File: src/i3tr_pkg.sv
// Purpose: shared constants of the target status and event register bank
// Assumes: 40 MHz core clock, APB with one aligned 32-bit word per register
// Notes:   register indices times four give byte addresses
package i3tr_pkg;
   localparam int CLK_PERIOD_NS = 25;
   // bus condition timings, plain defaults
   localparam int AVAL_TIME_NS  = 1000;
   localparam int IDLE_TIME_US  = 200;
   localparam int AVAL_CYC      = (AVAL_TIME_NS + CLK_PERIOD_NS - 1) / CLK_PERIOD_NS;
   localparam int IDLE_CYC_DEF  = (IDLE_TIME_US * 1000 + CLK_PERIOD_NS - 1) / CLK_PERIOD_NS;

   // register indices
   localparam logic [5:0] IDX_RESP       = 6'h29;
   localparam logic [5:0] IDX_STAT_HI    = 6'h2A;
   localparam logic [5:0] IDX_STAT_LO    = 6'h2B;
   localparam logic [5:0] IDX_ACT        = 6'h2C;
   localparam logic [5:0] IDX_RST_BYTE   = 6'h2D;
   localparam logic [5:0] IDX_RST_ORIGIN = 6'h2E;
   localparam logic [5:0] IDX_RST_DIRECT = 6'h2F;
   localparam logic [5:0] IDX_FLAGS1     = 6'h30;
   localparam logic [5:0] IDX_MASK1      = 6'h31;
   localparam logic [5:0] IDX_FORCE1     = 6'h32;
   localparam logic [5:0] IDX_FLAGS2     = 6'h33;
   localparam logic [5:0] IDX_MASK2      = 6'h34;
   localparam logic [5:0] IDX_FORCE2     = 6'h35;
   localparam logic [5:0] IDX_FLAGS3     = 6'h36;
   localparam logic [5:0] IDX_MASK3      = 6'h37;
   localparam logic [5:0] IDX_FORCE3     = 6'h38;

   // field positions
   localparam int RESP_LOOPBACK_BIT = 4;
   localparam int RESP_NAK_BIT      = 0;
   localparam logic [7:0] RESP_MASK    = 8'h11;
   localparam logic [7:0] STAT_LO_MASK = 8'hCF;
   localparam int F1_IBI_DONE       = 2;
   localparam int F2_RD_TX_EMPTY    = 3;
   localparam int F3_RST_PATTERN    = 6;
   localparam int F3_RSTACT         = 5;
   localparam int F3_ACTIVITY       = 4;
   localparam int F3_BUS_AVAL       = 1;
   localparam int F3_BUS_IDLE       = 0;
   localparam logic [7:0] GRP1_MASK = 8'hEF;
   localparam logic [7:0] GRP2_MASK = 8'hEF;
   localparam logic [7:0] GRP3_MASK = 8'hFB;

   // reset values and empty-read fill bytes
   localparam logic [7:0] RST_DIRECT_RESET = 8'h80;
   localparam logic [7:0] SDR_EMPTY_FILL   = 8'hFF;
   localparam logic [7:0] DDR_EMPTY_FILL   = 8'h00;
endpackage : i3tr_pkg

File: src/i3tr_regs.sv
// Purpose: status, response and event register bank of an I3C target
// Assumes: bus engine strobes are one pclk cycle wide and synchronous to pclk
// Notes:   scl/sda pins pass a two-flop synchroniser before the idle detector
`timescale 1ns/100ps
module i3tr_regs
   import i3tr_pkg::*;
#(
   parameter int IDLE_CYC = IDLE_CYC_DEF
) (
   // clock, reset, enable
   input  wire logic       pclk,
   input  wire logic       presetn,
   input  wire logic       ce,
   // apb slave
   input  wire logic       psel,
   input  wire logic       penable,
   input  wire logic       pwrite,
   input  wire logic [7:0] paddr,
   input  wire logic [31:0] pwdata,
   output logic [31:0]     prdata,
   output logic            pready,
   output logic            pslverr,
   // bus pins, observed only
   input  wire logic       scl_i,
   input  wire logic       sda_i,
   // private write data path
   input  wire logic       wr_byte_valid,
   input  wire logic [7:0] wr_byte,
   output logic            rx_push,
   output logic [7:0]      rx_push_data,
   output logic            tx_loop_push,
   output logic [7:0]      tx_loop_data,
   // private read start
   input  wire logic       rd_req,
   input  wire logic       rd_hdr,
   input  wire logic       hdr_capable,
   input  wire logic       tx_empty,
   output logic            rd_answer,
   output logic            rd_addr_ack,
   output logic            rd_use_fill,
   output logic [7:0]      rd_fill_data,
   output logic            rd_end_at_tbit,
   // status query
   input  wire logic       status_req,
   input  wire logic       status_next,
   output logic            status_valid,
   output logic [7:0]      status_byte,
   // captured commands
   input  wire logic       activity_cmd,
   input  wire logic [1:0] activity_code,
   input  wire logic       rstact_cmd,
   input  wire logic       rstact_direct,
   input  wire logic       rstact_get,
   input  wire logic [7:0] rstact_byte,
   input  wire logic       rst_pattern,
   output logic            reset_action_fire,
   output logic [7:0]      reset_action_code,
   output logic [7:0]      reset_action_get_byte,
   // engine events
   input  wire logic [7:0] ev1,
   input  wire logic       ibi_acked,
   input  wire logic       ibi_has_payload,
   input  wire logic       ibi_payload_end,
   input  wire logic [7:0] ev2,
   input  wire logic [7:0] ev3,
   // interrupt
   output logic            irq
);

   function automatic logic [7:0] flag_next(input logic [7:0] cur, input logic [7:0] clr,
                                            input logic [7:0] evt, input logic [7:0] keep);
      // set wins over a clear landing in the same cycle
      flag_next = ((cur & ~clr) | evt) & keep;
   endfunction

   // ---------------- apb decode
   logic [5:0]  idx;
   logic        acc;
   logic        wr_en;
   logic [7:0]  wb;
   logic        mapped;
   assign idx    = paddr[7:2];
   assign acc    = psel & penable;
   // write lands on the edge where the master sees pready high
   assign wr_en  = acc & pwrite & pready;
   assign wb     = pwdata[7:0];
   assign mapped = (idx >= IDX_RESP) && (idx <= IDX_FORCE3);

   logic [7:0] resp_q, stat_hi_q, stat_lo_q, act_q, rst_byte_q, rst_origin_q, rst_direct_q;
   logic [7:0] flags1_q, flags2_q, flags3_q, mask1_q, mask2_q, mask3_q;

   // one wait state so that read data also comes from a flop
   always_ff @(posedge pclk or negedge presetn) begin
      if (!presetn) begin
         pready  <= 1'b0;
         pslverr <= 1'b0;
         prdata  <= 32'h0000_0000;
      end else if (ce) begin
         pready  <= acc & ~pready;
         pslverr <= acc & ~pready & ~mapped;
         if (acc && !pready) begin
            case (idx)
               IDX_RESP:       prdata <= {24'h00_0000, resp_q};
               IDX_STAT_HI:    prdata <= {24'h00_0000, stat_hi_q};
               IDX_STAT_LO:    prdata <= {24'h00_0000, stat_lo_q};
               IDX_ACT:        prdata <= {24'h00_0000, act_q};
               IDX_RST_BYTE:   prdata <= {24'h00_0000, rst_byte_q};
               IDX_RST_ORIGIN: prdata <= {24'h00_0000, rst_origin_q};
               IDX_RST_DIRECT: prdata <= {24'h00_0000, rst_direct_q};
               IDX_FLAGS1:     prdata <= {24'h00_0000, flags1_q};
               IDX_MASK1:      prdata <= {24'h00_0000, mask1_q};
               IDX_FLAGS2:     prdata <= {24'h00_0000, flags2_q};
               IDX_MASK2:      prdata <= {24'h00_0000, mask2_q};
               IDX_FLAGS3:     prdata <= {24'h00_0000, flags3_q};
               IDX_MASK3:      prdata <= {24'h00_0000, mask3_q};
               default:        prdata <= 32'h0000_0000;
            endcase
         end
      end
   end

   // ---------------- software control registers
   always_ff @(posedge pclk or negedge presetn) begin
      if (!presetn) begin
         resp_q    <= 8'h00;
         stat_hi_q <= 8'h00;
         stat_lo_q <= 8'h00;
         mask1_q   <= 8'h00;
         mask2_q   <= 8'h00;
         mask3_q   <= 8'h00;
      end else if (ce && wr_en) begin
         case (idx)
            IDX_RESP:    resp_q    <= wb & RESP_MASK;
            IDX_STAT_HI: stat_hi_q <= wb;
            IDX_STAT_LO: stat_lo_q <= wb & STAT_LO_MASK;
            IDX_MASK1:   mask1_q   <= wb & GRP1_MASK;
            IDX_MASK2:   mask2_q   <= wb & GRP2_MASK;
            IDX_MASK3:   mask3_q   <= wb & GRP3_MASK;
            default:     ;
         endcase
      end
   end

   // ---------------- private write path
   always_ff @(posedge pclk or negedge presetn) begin
      if (!presetn) begin
         rx_push      <= 1'b0;
         rx_push_data <= 8'h00;
         tx_loop_push <= 1'b0;
         tx_loop_data <= 8'h00;
      end else if (ce) begin
         rx_push      <= wr_byte_valid;
         tx_loop_push <= wr_byte_valid & resp_q[RESP_LOOPBACK_BIT];
         if (wr_byte_valid) begin
            rx_push_data <= wr_byte;
            tx_loop_data <= wr_byte;
         end
      end
   end

   // ---------------- private read start
   logic ddr_rd;
   assign ddr_rd = rd_hdr & hdr_capable;
   always_ff @(posedge pclk or negedge presetn) begin
      if (!presetn) begin
         rd_answer      <= 1'b0;
         rd_addr_ack    <= 1'b0;
         rd_use_fill    <= 1'b0;
         rd_fill_data   <= 8'h00;
         rd_end_at_tbit <= 1'b0;
      end else if (ce) begin
         rd_answer <= rd_req;
         if (rd_req) begin
            rd_addr_ack    <= ~(tx_empty & resp_q[RESP_NAK_BIT]);
            rd_use_fill    <= tx_empty & ~resp_q[RESP_NAK_BIT];
            rd_fill_data   <= ddr_rd ? DDR_EMPTY_FILL : SDR_EMPTY_FILL;
            rd_end_at_tbit <= tx_empty & ~resp_q[RESP_NAK_BIT] & ~ddr_rd;
         end
      end
   end

   // ---------------- status query bytes, high first
   logic status_second_q;
   always_ff @(posedge pclk or negedge presetn) begin
      if (!presetn) begin
         status_valid    <= 1'b0;
         status_byte     <= 8'h00;
         status_second_q <= 1'b0;
      end else if (ce) begin
         if (status_req) begin
            status_valid    <= 1'b1;
            status_byte     <= stat_hi_q;
            status_second_q <= 1'b1;
         end else if (status_next && status_valid) begin
            status_valid    <= status_second_q;
            status_byte     <= status_second_q ? stat_lo_q : 8'h00;
            status_second_q <= 1'b0;
         end
      end
   end

   // ---------------- captured commands
   logic armed_q;
   always_ff @(posedge pclk or negedge presetn) begin
      if (!presetn) begin
         act_q             <= 8'h00;
         rst_byte_q        <= 8'h00;
         rst_origin_q      <= 8'h00;
         rst_direct_q      <= RST_DIRECT_RESET;
         armed_q           <= 1'b0;
         reset_action_fire <= 1'b0;
      end else if (ce) begin
         if (activity_cmd)
            act_q <= {6'h00, activity_code};
         if (rstact_cmd) begin
            rst_byte_q   <= rstact_byte;
            rst_origin_q <= {6'h00, rstact_direct & rstact_get, rstact_direct};
            if (rstact_direct && !rstact_get)
               rst_direct_q <= rstact_byte;
         end
         // action only after a reset action command has been seen
         reset_action_fire <= rst_pattern & armed_q;
         if (rstact_cmd)
            armed_q <= 1'b1;
         else if (rst_pattern)
            armed_q <= 1'b0;
      end
   end
   assign reset_action_code     = rst_byte_q;
   assign reset_action_get_byte = rst_direct_q;

   // ---------------- bus condition detector on synchronised pins
   logic [1:0]  scl_sync_q, sda_sync_q;
   logic [15:0] high_cnt_q;
   logic        aval_evt, idle_evt;
   always_ff @(posedge pclk or negedge presetn) begin
      if (!presetn) begin
         scl_sync_q <= 2'b00;
         sda_sync_q <= 2'b00;
         high_cnt_q <= 16'h0000;
      end else if (ce) begin
         scl_sync_q <= {scl_sync_q[0], scl_i};
         sda_sync_q <= {sda_sync_q[0], sda_i};
         if (!(scl_sync_q[1] && sda_sync_q[1]))
            high_cnt_q <= 16'h0000;
         else if (high_cnt_q != 16'hFFFF)
            high_cnt_q <= high_cnt_q + 16'h0001;
      end
   end
   assign aval_evt = ce && scl_sync_q[1] && sda_sync_q[1] && (high_cnt_q == 16'(AVAL_CYC - 1));
   assign idle_evt = ce && scl_sync_q[1] && sda_sync_q[1] && (high_cnt_q == 16'(IDLE_CYC - 1));

   // ---------------- in-band done waits for payload end
   logic ibi_wait_q;
   logic ibi_done_evt;
   always_ff @(posedge pclk or negedge presetn) begin
      if (!presetn)
         ibi_wait_q <= 1'b0;
      else if (ce) begin
         if (ibi_acked && ibi_has_payload)
            ibi_wait_q <= 1'b1;
         else if (ibi_payload_end)
            ibi_wait_q <= 1'b0;
      end
   end
   assign ibi_done_evt = (ibi_acked & ~ibi_has_payload) | (ibi_wait_q & ibi_payload_end);

   // ---------------- event flags
   logic [7:0] clr1, clr2, clr3, frc1, frc2, frc3, evt1, evt2, evt3;
   assign clr1 = (wr_en && idx == IDX_FLAGS1) ? wb : 8'h00;
   assign clr2 = (wr_en && idx == IDX_FLAGS2) ? wb : 8'h00;
   assign clr3 = (wr_en && idx == IDX_FLAGS3) ? wb : 8'h00;
   assign frc1 = (wr_en && idx == IDX_FORCE1) ? wb : 8'h00;
   assign frc2 = (wr_en && idx == IDX_FORCE2) ? wb : 8'h00;
   assign frc3 = (wr_en && idx == IDX_FORCE3) ? wb : 8'h00;
   // engine drives bits 7:3 and 1:0 of group 1 directly; bit 2 is derived
   assign evt1 = (ev1 & 8'hFB) | {5'h00, ibi_done_evt, 2'b00} | frc1;
   assign evt2 = ev2 | {4'h0, rd_req & tx_empty, 3'b000} | frc2;
   assign evt3 = (ev3 & 8'h88) | frc3 | {1'b0, rst_pattern, rstact_cmd, activity_cmd,
                                          2'b00, aval_evt, idle_evt};
   always_ff @(posedge pclk or negedge presetn) begin
      if (!presetn) begin
         flags1_q <= 8'h00;
         flags2_q <= 8'h00;
         flags3_q <= 8'h00;
      end else if (ce) begin
         flags1_q <= flag_next(flags1_q, clr1, evt1, GRP1_MASK);
         flags2_q <= flag_next(flags2_q, clr2, evt2, GRP2_MASK);
         flags3_q <= flag_next(flags3_q, clr3, evt3, GRP3_MASK);
      end
   end

   always_ff @(posedge pclk or negedge presetn) begin
      if (!presetn)
         irq <= 1'b0;
      else if (ce)
         irq <= |{flags1_q & mask1_q, flags2_q & mask2_q, flags3_q & mask3_q};
   end

   // ---------------- checks
   AST_LOOP_OFF: assert property (@(posedge pclk) disable iff (!presetn)
      ce && wr_byte_valid && !resp_q[RESP_LOOPBACK_BIT] |=> rx_push && !tx_loop_push)
      else $error("loopback off but byte copied to tx queue");
   AST_LOOP_ON: assert property (@(posedge pclk) disable iff (!presetn)
      ce && wr_byte_valid && resp_q[RESP_LOOPBACK_BIT] |=> tx_loop_push && tx_loop_data == $past(wr_byte))
      else $error("loopback byte not copied");
   AST_SDR_FILL: assert property (@(posedge pclk) disable iff (!presetn)
      ce && rd_req && tx_empty && !resp_q[RESP_NAK_BIT] && !ddr_rd
      |=> rd_addr_ack && rd_use_fill && rd_fill_data == 8'hFF && rd_end_at_tbit)
      else $error("sdr empty read answer wrong");
   AST_DDR_FILL: assert property (@(posedge pclk) disable iff (!presetn)
      ce && rd_req && tx_empty && !resp_q[RESP_NAK_BIT] && ddr_rd
      |=> rd_addr_ack && rd_use_fill && rd_fill_data == 8'h00 && !rd_end_at_tbit)
      else $error("ddr empty read answer wrong");
   AST_NAK_EMPTY: assert property (@(posedge pclk) disable iff (!presetn)
      ce && rd_req && tx_empty && resp_q[RESP_NAK_BIT] |=> rd_answer && !rd_addr_ack)
      else $error("empty read acknowledged with refusal set");
   AST_STATUS_ORDER: assert property (@(posedge pclk) disable iff (!presetn)
      ce && status_req ##1 ce && status_next && !status_req |=> status_byte == $past(stat_lo_q))
      else $error("status low byte not second");
   AST_RST_ORIGIN: assert property (@(posedge pclk) disable iff (!presetn)
      ce && rstact_cmd |=> rst_origin_q[1:0] == {$past(rstact_direct & rstact_get), $past(rstact_direct)})
      else $error("reset action origin flags wrong");
   AST_FIRE_ARMED: assert property (@(posedge pclk) disable iff (!presetn)
      ce && rst_pattern |=> reset_action_fire == $past(armed_q))
      else $error("reset action fire does not follow the armed state");
   AST_IBI_WAIT: assert property (@(posedge pclk) disable iff (!presetn)
      ce && ibi_acked && ibi_has_payload && !ibi_payload_end && !frc1[F1_IBI_DONE] && !ev1[F1_IBI_DONE]
      && !flags1_q[F1_IBI_DONE] |=> !flags1_q[F1_IBI_DONE])
      else $error("in-band done set before payload end");
   AST_SET_WINS: assert property (@(posedge pclk) disable iff (!presetn)
      ce && rd_req && tx_empty && clr2[F2_RD_TX_EMPTY] |=> flags2_q[F2_RD_TX_EMPTY])
      else $error("event lost against clear");
   AST_IRQ_MASK: assert property (@(posedge pclk) disable iff (!presetn)
      ce && ((flags1_q & mask1_q) | (flags2_q & mask2_q) | (flags3_q & mask3_q)) == 8'h00 |=> !irq)
      else $error("interrupt without enabled flag");
   AST_FORCE: assert property (@(posedge pclk) disable iff (!presetn)
      ce && wr_en && idx == IDX_FORCE3 && wb[F3_RSTACT] |=> flags3_q[F3_RSTACT] ##1 !ce || flags3_q[F3_RSTACT]
      || $past(clr3[F3_RSTACT]))
      else $error("force did not set flag");
   AST_PREADY: assert property (@(posedge pclk) disable iff (!presetn)
      ce && acc && !pready |=> pready ##1 (!pready || !ce))
      else $error("apb answer not one wait state");
   COV_LOOP: cover property (@(posedge pclk) disable iff (!presetn) tx_loop_push);
   COV_EMPTY_READ: cover property (@(posedge pclk) disable iff (!presetn) rd_answer && rd_use_fill);
   COV_FIRE: cover property (@(posedge pclk) disable iff (!presetn) reset_action_fire);
   COV_IRQ: cover property (@(posedge pclk) disable iff (!presetn) $rose(irq));

endmodule // i3tr_regs

File: config.mk
export PLATFORM = sky130hd
export DESIGN_NAME = i3tr_regs
export DESIGN_NICKNAME = d
export VERILOG_FILES = /design/src/i3tr_pkg.sv /design/src/i3tr_regs.sv
export SDC_FILE = /design/constraint.sdc
export NUM_CORES = 1
export LEC_CHECK = 0
export BUFFER_PORTS_ARGS = -buffer_cell sky130_fd_sc_hd__buf_2
export CAP_MARGIN = 20
export CORE_UTILIZATION = 48
export CTS_CLUSTER_SIZE = 24
export DETAILED_ROUTE_END_ITERATION = 16
export PLACE_DENSITY_LB_ADDON = 0.15
export SYNTH_ARGS = -nofsm -noshare
export SYNTH_HDL_FRONTEND = slang
export SYNTH_SLANG_ARGS = --single-unit
File: constraint.sdc
create_clock -name pclk -period 5.3 [get_ports pclk]
set_input_delay 0.795 -clock pclk [delete_from_list [all_inputs] [get_ports pclk]]
set_output_delay 0.795 -clock pclk [all_outputs]
set_load 0.005 [all_outputs]
* Yosys cells after proc, flatten, opt, wreduce, memory -nomap -nowiden *
Cells that the tools add are included.

word-level totals
  register bits = 168
  logic and storage cells = 157

operators by class
  add/sub/neg operators = 1
  magnitude comparators = 2
  equality and inequality tests = 20
  mux-type cells = 21
  bitwise gates (word level) = 40
  reduce and logical (&&, ||, !) cells = 39

operator list
  cell                   number
  $pmux 8 s13            1
  $eq 6x6->1 const B     16
  $mux 8                 10
  $and 8x8->8            6
  $or 8x8->8             6
  $mux 16                2
  $reduce_and 2->1       15
  $not 8->8              3
  $reduce_or 24->1       1
  $logic_and 1x1->1      17
  $add 16x1->16 const B  1
  $eq 16x13->1 const B   1
  $eq 16x6->1 const B    1
  $ne 16x16->1 const B   1
  $and 1x1->1            15
  $mux 1                 8
  $or 8x3->8             1
  $or 8x4->8             1
  $or 8x7->8             1
  $ge 6x6->1 const B     1
  $le 6x6->1 const B     1
  $not 1->1              6
  $reduce_bool 2->1      3
  $reduce_and 3->1       1
  other kinds (3)        4

* Longest topological paths before layout *
  word-level depth = 8
  mapped depth = 7
  gate-level depth less buffers = 6

* Worst setup path before layout *
Ideal clock, no wire load.

  path kind = in2reg
  start = input paddr[6]
  end = register prdata[7]
  arrival time = 2,041 ps
  required time = 5,155 ps
  path slack = 3,114 ps
  stages on the path = 7
  buffers on the path = 2
  cell sequence = buf_4 > and4bb_2 > and2_0 > buf_2 > a221o_1 > a221oi_1 > a41oi_1

between the ends
  cells in the longest elaborated chain, start to end = 2

ends and longest elaborated chain
  element                 RTL line          RTL
  start: declaration      i3tr_regs.sv:18   input wire logic [7:0] paddr,
  $eq 6x6->1              i3tr_regs.sv:102  case (idx)
  $pmux 8 s13 *           i3tr_regs.sv:102
  end signal: assignment  i3tr_regs.sv:103  IDX_RESP: prdata <= {24'h00_0000, resp_q};
  end signal: assignment  i3tr_regs.sv:104  IDX_STAT_HI: prdata <= {24'h00_0000, stat_hi_q};
  end signal: assignment  i3tr_regs.sv:105  IDX_STAT_LO: prdata <= {24'h00_0000, stat_lo_q};
  end: declaration        i3tr_regs.sv:20   output logic [31:0] prdata,

Every way passes the cells marked *; elsewhere a longest branch is shown, timed or not.
A chain may end at the register's enable or synchronous reset.

* Final worst setup path *
  start = input paddr[2]
  end = register flags1_q[5]

between the ends
  cells in the longest elaborated chain, start to end = 6

ends and longest elaborated chain
  element                 RTL line          RTL
  $eq 6x6->1              i3tr_regs.sv:270  assign clr1 = (wr_en && idx == IDX_FLAGS1) ? wb : 8'h00;
  $logic_and 1x1->1       i3tr_regs.sv:270
  $mux 8                  i3tr_regs.sv:270
  $not 8->8               i3tr_regs.sv:73   flag_next = ((cur & ~clr) | evt) & keep;
  $and 8x8->8             i3tr_regs.sv:73
  $or 8x8->8 *            i3tr_regs.sv:73
  end signal: assignment  i3tr_regs.sv:287  flags1_q <= flag_next(flags1_q, clr1, evt1, GRP1_MASK);
  end: declaration        i3tr_regs.sv:90   logic [7:0] flags1_q, flags2_q, flags3_q, mask1_q, mask2_q, mask3_q;

Marks and branches as above.

==> results.py <==
metrics = {
    "timing": {
        "post-route-period-util": 0.4375,
        "slew_violations": 0,
        "fin_ws_ns": 2.981,
        "worstMarginPinSlew_ns": 0.9968,
        "period_minus_slack_ns": 2.319,
        "fmax_mhz": 431.2,
        "rsz0062_at_grt": "no",
        "fin_skew_ns": 0.006381,
        "finalSetupTns_ns": 0,
        "finalHoldViolCount": 0,
        "setup_violations": 0,
        "relSlewSlack": 0.3299,
    },
    "floorplan": {
        "rows": 43,
        "die_x_um": 121.8,
        "initial_core_util": 0.4940,
        "boundaryPins": 196,
        "chipHeight_um": 121.8,
        "fp.dieArea_um2": 14820,
        "coreArea_um2": 13930,
    },
    "power_and_ir_drop": {
        "p_leak_nw": 3.704,
        "max-vdd-ir-drop_v": 0.0001952,
        "p_per_area_nw_per_um2": 325.1,
    },
    "outcome": {
        "status": "completed",
    },
    "finish": {
        "area_growth_pct": 16.90,
        "fillers": 1251,
        "layout-drive-gt1-share": 0.3303,
        "finalNonFillerCells": 937,
        "seqCellArea_um2": 3430,
        "design_area_um2": 8048,
        "final_nets": 855,
        "multi_input_area_um2": 3094,
        "diodes": 0,
    },
    "routing": {
        "drt-pass1-iter-count": 5,
        "drc": 0,
        "wl_um": 18420,
        "antenna_left": 0,
        "vias": 5648,
        "drt_iter0_drc": 376,
        "viasPerCell": 6.028,
        "wire_per_inst_um": 19.66,
    },
    "logic_synthesis": {
        "ys_types": 71,
        "syn_inst": 633,
        "synth_edf_count": 0,
        "yosys_register_bits": 137,
        "seq_area_frac_synth": 0.4982,
        "synth_warnings": 0,
        "synth.avg_cell_area_um2": 10.88,
        "async_reset_ff_frac": 1.000,
        "netlist_area_um2": 6884,
        "synthFlopType": "dfrtp_1",
    },
    "job": {
        "maxCapViolCount": 0,
    },
    "grt": {
        "grt_pass1_wl_um": 28660,
        "antenna_found_initial": 0,
        "grt_pass1_vias": 5290,
        "grt_overflow": 0,
        "grt_start_max_net_pins": 103,
        "grt_use_total": 0.2591,
    },
    "placement": {
        "dpl.hpwl_um": 13170,
        "io_buffers": 136,
        "pre_cts_slack_ns": 2.559,
        "dpl_cell_area_um2": 7500,
        "gp_congestion": 0.8894,
        "post-place-cells": 910,
    },
    "clock_network": {
        "cts_max_path_buffers": 2,
        "insertion_delay_ns": 0.43,
        "cts_resized": 0,
        "clock-root-buffer": "clkbuf_16",
        "numCtsBuffers": 17,
        "h-tree-depth": 4,
        "hold_buffers": 0,
        "cts_num_sinks": 137,
        "clkTransAtPathRegs_ns": 0.05,
        "post_cts_buffers": 0,
        "cts_tree": "built",
    },
    "worst_setup_path": {
        "cp.required_ns": 5.60,
        "critPathMaxStageDelay_ns": 0.48,
        "reg2reg_slack_ns": 3.11,
        "cp-start-kind": "input pin",
        "crit_slowest_cell": "nor2_1",
        "cp.arrival_ns": 2.62,
        "endpoint_kind": "flip-flop",
        "crit_type": "input pin to flip-flop",
        "cp_max_fo": 17,
        "crit_chain": "buf_2 -> or2_1 -> nor2_1 -> nand2_1 -> o32a_1",
    },
    "worst_hold_path": {
        "hold_path_class": "input pin to async pin",
    },
}
-- through the flow --
stage | power, mW | hold WS, ns | utilization
5_1_grt | 2.721 | 0.4953 | 0.5775
6_report | 2.616 | 0.4752 | 0.5775
4_1_cts | 2.632 | 0.4766 | 0.5775
3_5_place_dp | 1.505 | 0.4655 | 0.5382
2_1_floorplan | 1.374 | 0.4446 | -
3_3_place_gp | 1.493 | 0.4496 | 0.5382
-- report_power, final --
group	internal (mW)	switching (mW)	leakage, nW
logic	0.136	0.160	1.71
registers	1.12	0.0679	1.73
clock network	0.714	0.415	0.271
-- cells in the mapped netlist (all sizes together), types with 3 or more instances --
| cell type | count | share of area |
|---|---|---|
| a32o | 5 | 0.0073 |
| a221oi | 7 | 0.0089 |
| nand2 | 57 | 0.032 |
| or2 | 3 | 0.0027 |
| clkbuf | 14 | 0.0080 |
| and2 | 5 | 0.0045 |
| a211oi | 13 | 0.014 |
| a221o | 3 | 0.0044 |
| o32ai | 11 | 0.014 |
| nand3 | 22 | 0.016 |
| o32a | 6 | 0.0087 |
| a21oi | 28 | 0.021 |
| xor2 | 5 | 0.0064 |
| nand4 | 12 | 0.011 |
| mux2i | 3 | 0.0044 |
| and3 | 6 | 0.0055 |
| a32oi | 3 | 0.0038 |
| o21ai | 22 | 0.016 |
| a31oi | 4 | 0.0036 |
| nor2 | 41 | 0.023 |
| dfrtp | 136 | 0.49 |
| inv | 11 | 0.0060 |
| a22oi | 19 | 0.021 |
| nor3 | 9 | 0.0080 |
| nor4 | 3 | 0.0058 |
| buf | 51 | 0.051 |
| a22o | 15 | 0.019 |
| mux2 | 71 | 0.12 |
| nand2b | 3 | 0.0027 |
| a21o | 5 | 0.0055 |
-- path summary, 6_finish.rpt --
path / start / end / cells after the start
setup / recovery: paddr[2] / flags1_q[5] / 5
hold / removal: presetn / status_byte[6] / 1
setup reg to reg: high_cnt_q[0] / high_cnt_q[8] / 5
hold reg to reg: armed_q / armed_q / 2
max in group asynchronous: presetn / high_cnt_q[6] / 2
min in group pclk: armed_q / armed_q / 2
-- cells by family (layout without fill, tap and decap cells) --
group | after synthesis | count (layout) | synth area share
XOR/XNOR | 7 | 7 | 0.008906
AND/OR/NAND/NOR | 179 | 179 | 0.1345
adder cells (fa/ha/maj) | 1 | 1 | 0.001817
multiplexers | 75 | 75 | 0.1238
other | 1 | 24 | 0.0005447
buffers and inverters | 76 | 177 | 0.06489
AO/OA/AOI/OAI | 157 | 157 | 0.1674
flip-flops | 137 | 137 | 0.4982
-- final cells by class --
type | count | share of cell area
flip-flops and latches | 137 | 0.4262
well taps | 180 | 0.02799
repair buffers | 139 | 0.08815
inverters | 11 | 0.005131
clock inverters | 4 | 0.008706
multi-input cells | 443 | 0.3845
clock buffers | 23 | 0.05939
-- cells in the final DEF, fill, tap and decap left out, types with 4 or more instances in the layout --
cell type,Yosys,layout
a221oi_1,7,7
a22oi_1,19,19
clkbuf_16,0,17
a21oi_1,27,27
a21o_1,5,5
xor2_1,5,5
nor2_1,39,39
inv_1,11,11
dfrtp_1,136,136
o32a_1,6,6
o21ai_0,22,22
nand4_1,12,12
a22o_1,15,15
nand3_1,22,22
and3_1,6,6
mux2_2,71,71
a211oi_1,13,13
nand2_1,55,55
a31oi_1,4,4
a32o_1,5,5
o32ai_1,11,11
nor3_1,7,7
conb_1,1,24
buf_2,4,135
-- flip-flops by register name (all words and copies together), names as in the netlist, 7 cells and up --
register               cells
flags1_q                   7
stat_hi_q                  8
flags2_q                   7
high_cnt_q                16
tx_loop_data               8
mask3_q                    7
mask1_q                    7
flags3_q                   7
status_byte                8
reset_action_code          8
reset_action_get_byte      8
prdata                     8
mask2_q                    7
-- worst max-delay path, delay by kind of cell --
kind	cells	cell delay, ns
buffers and inverters	1	0.23
and+or+nand+nor	3	1.21
AOI/OAI and AO/OA	1	0.38
-- layer usage --
layer | GRT usage | vias to the layer above | share of wire
met3 | 0.06227 | 45 | 0.074
met1 | 0.3380 | 2790 | 0.43
met5 | 0 | - | 0
met2 | 0.3997 | 277 | 0.46
met4 | 0.1358 | 0 | 0.036
li1 | - | 2536 | -
Note: power is estimated with default switching activity, not from simulation.
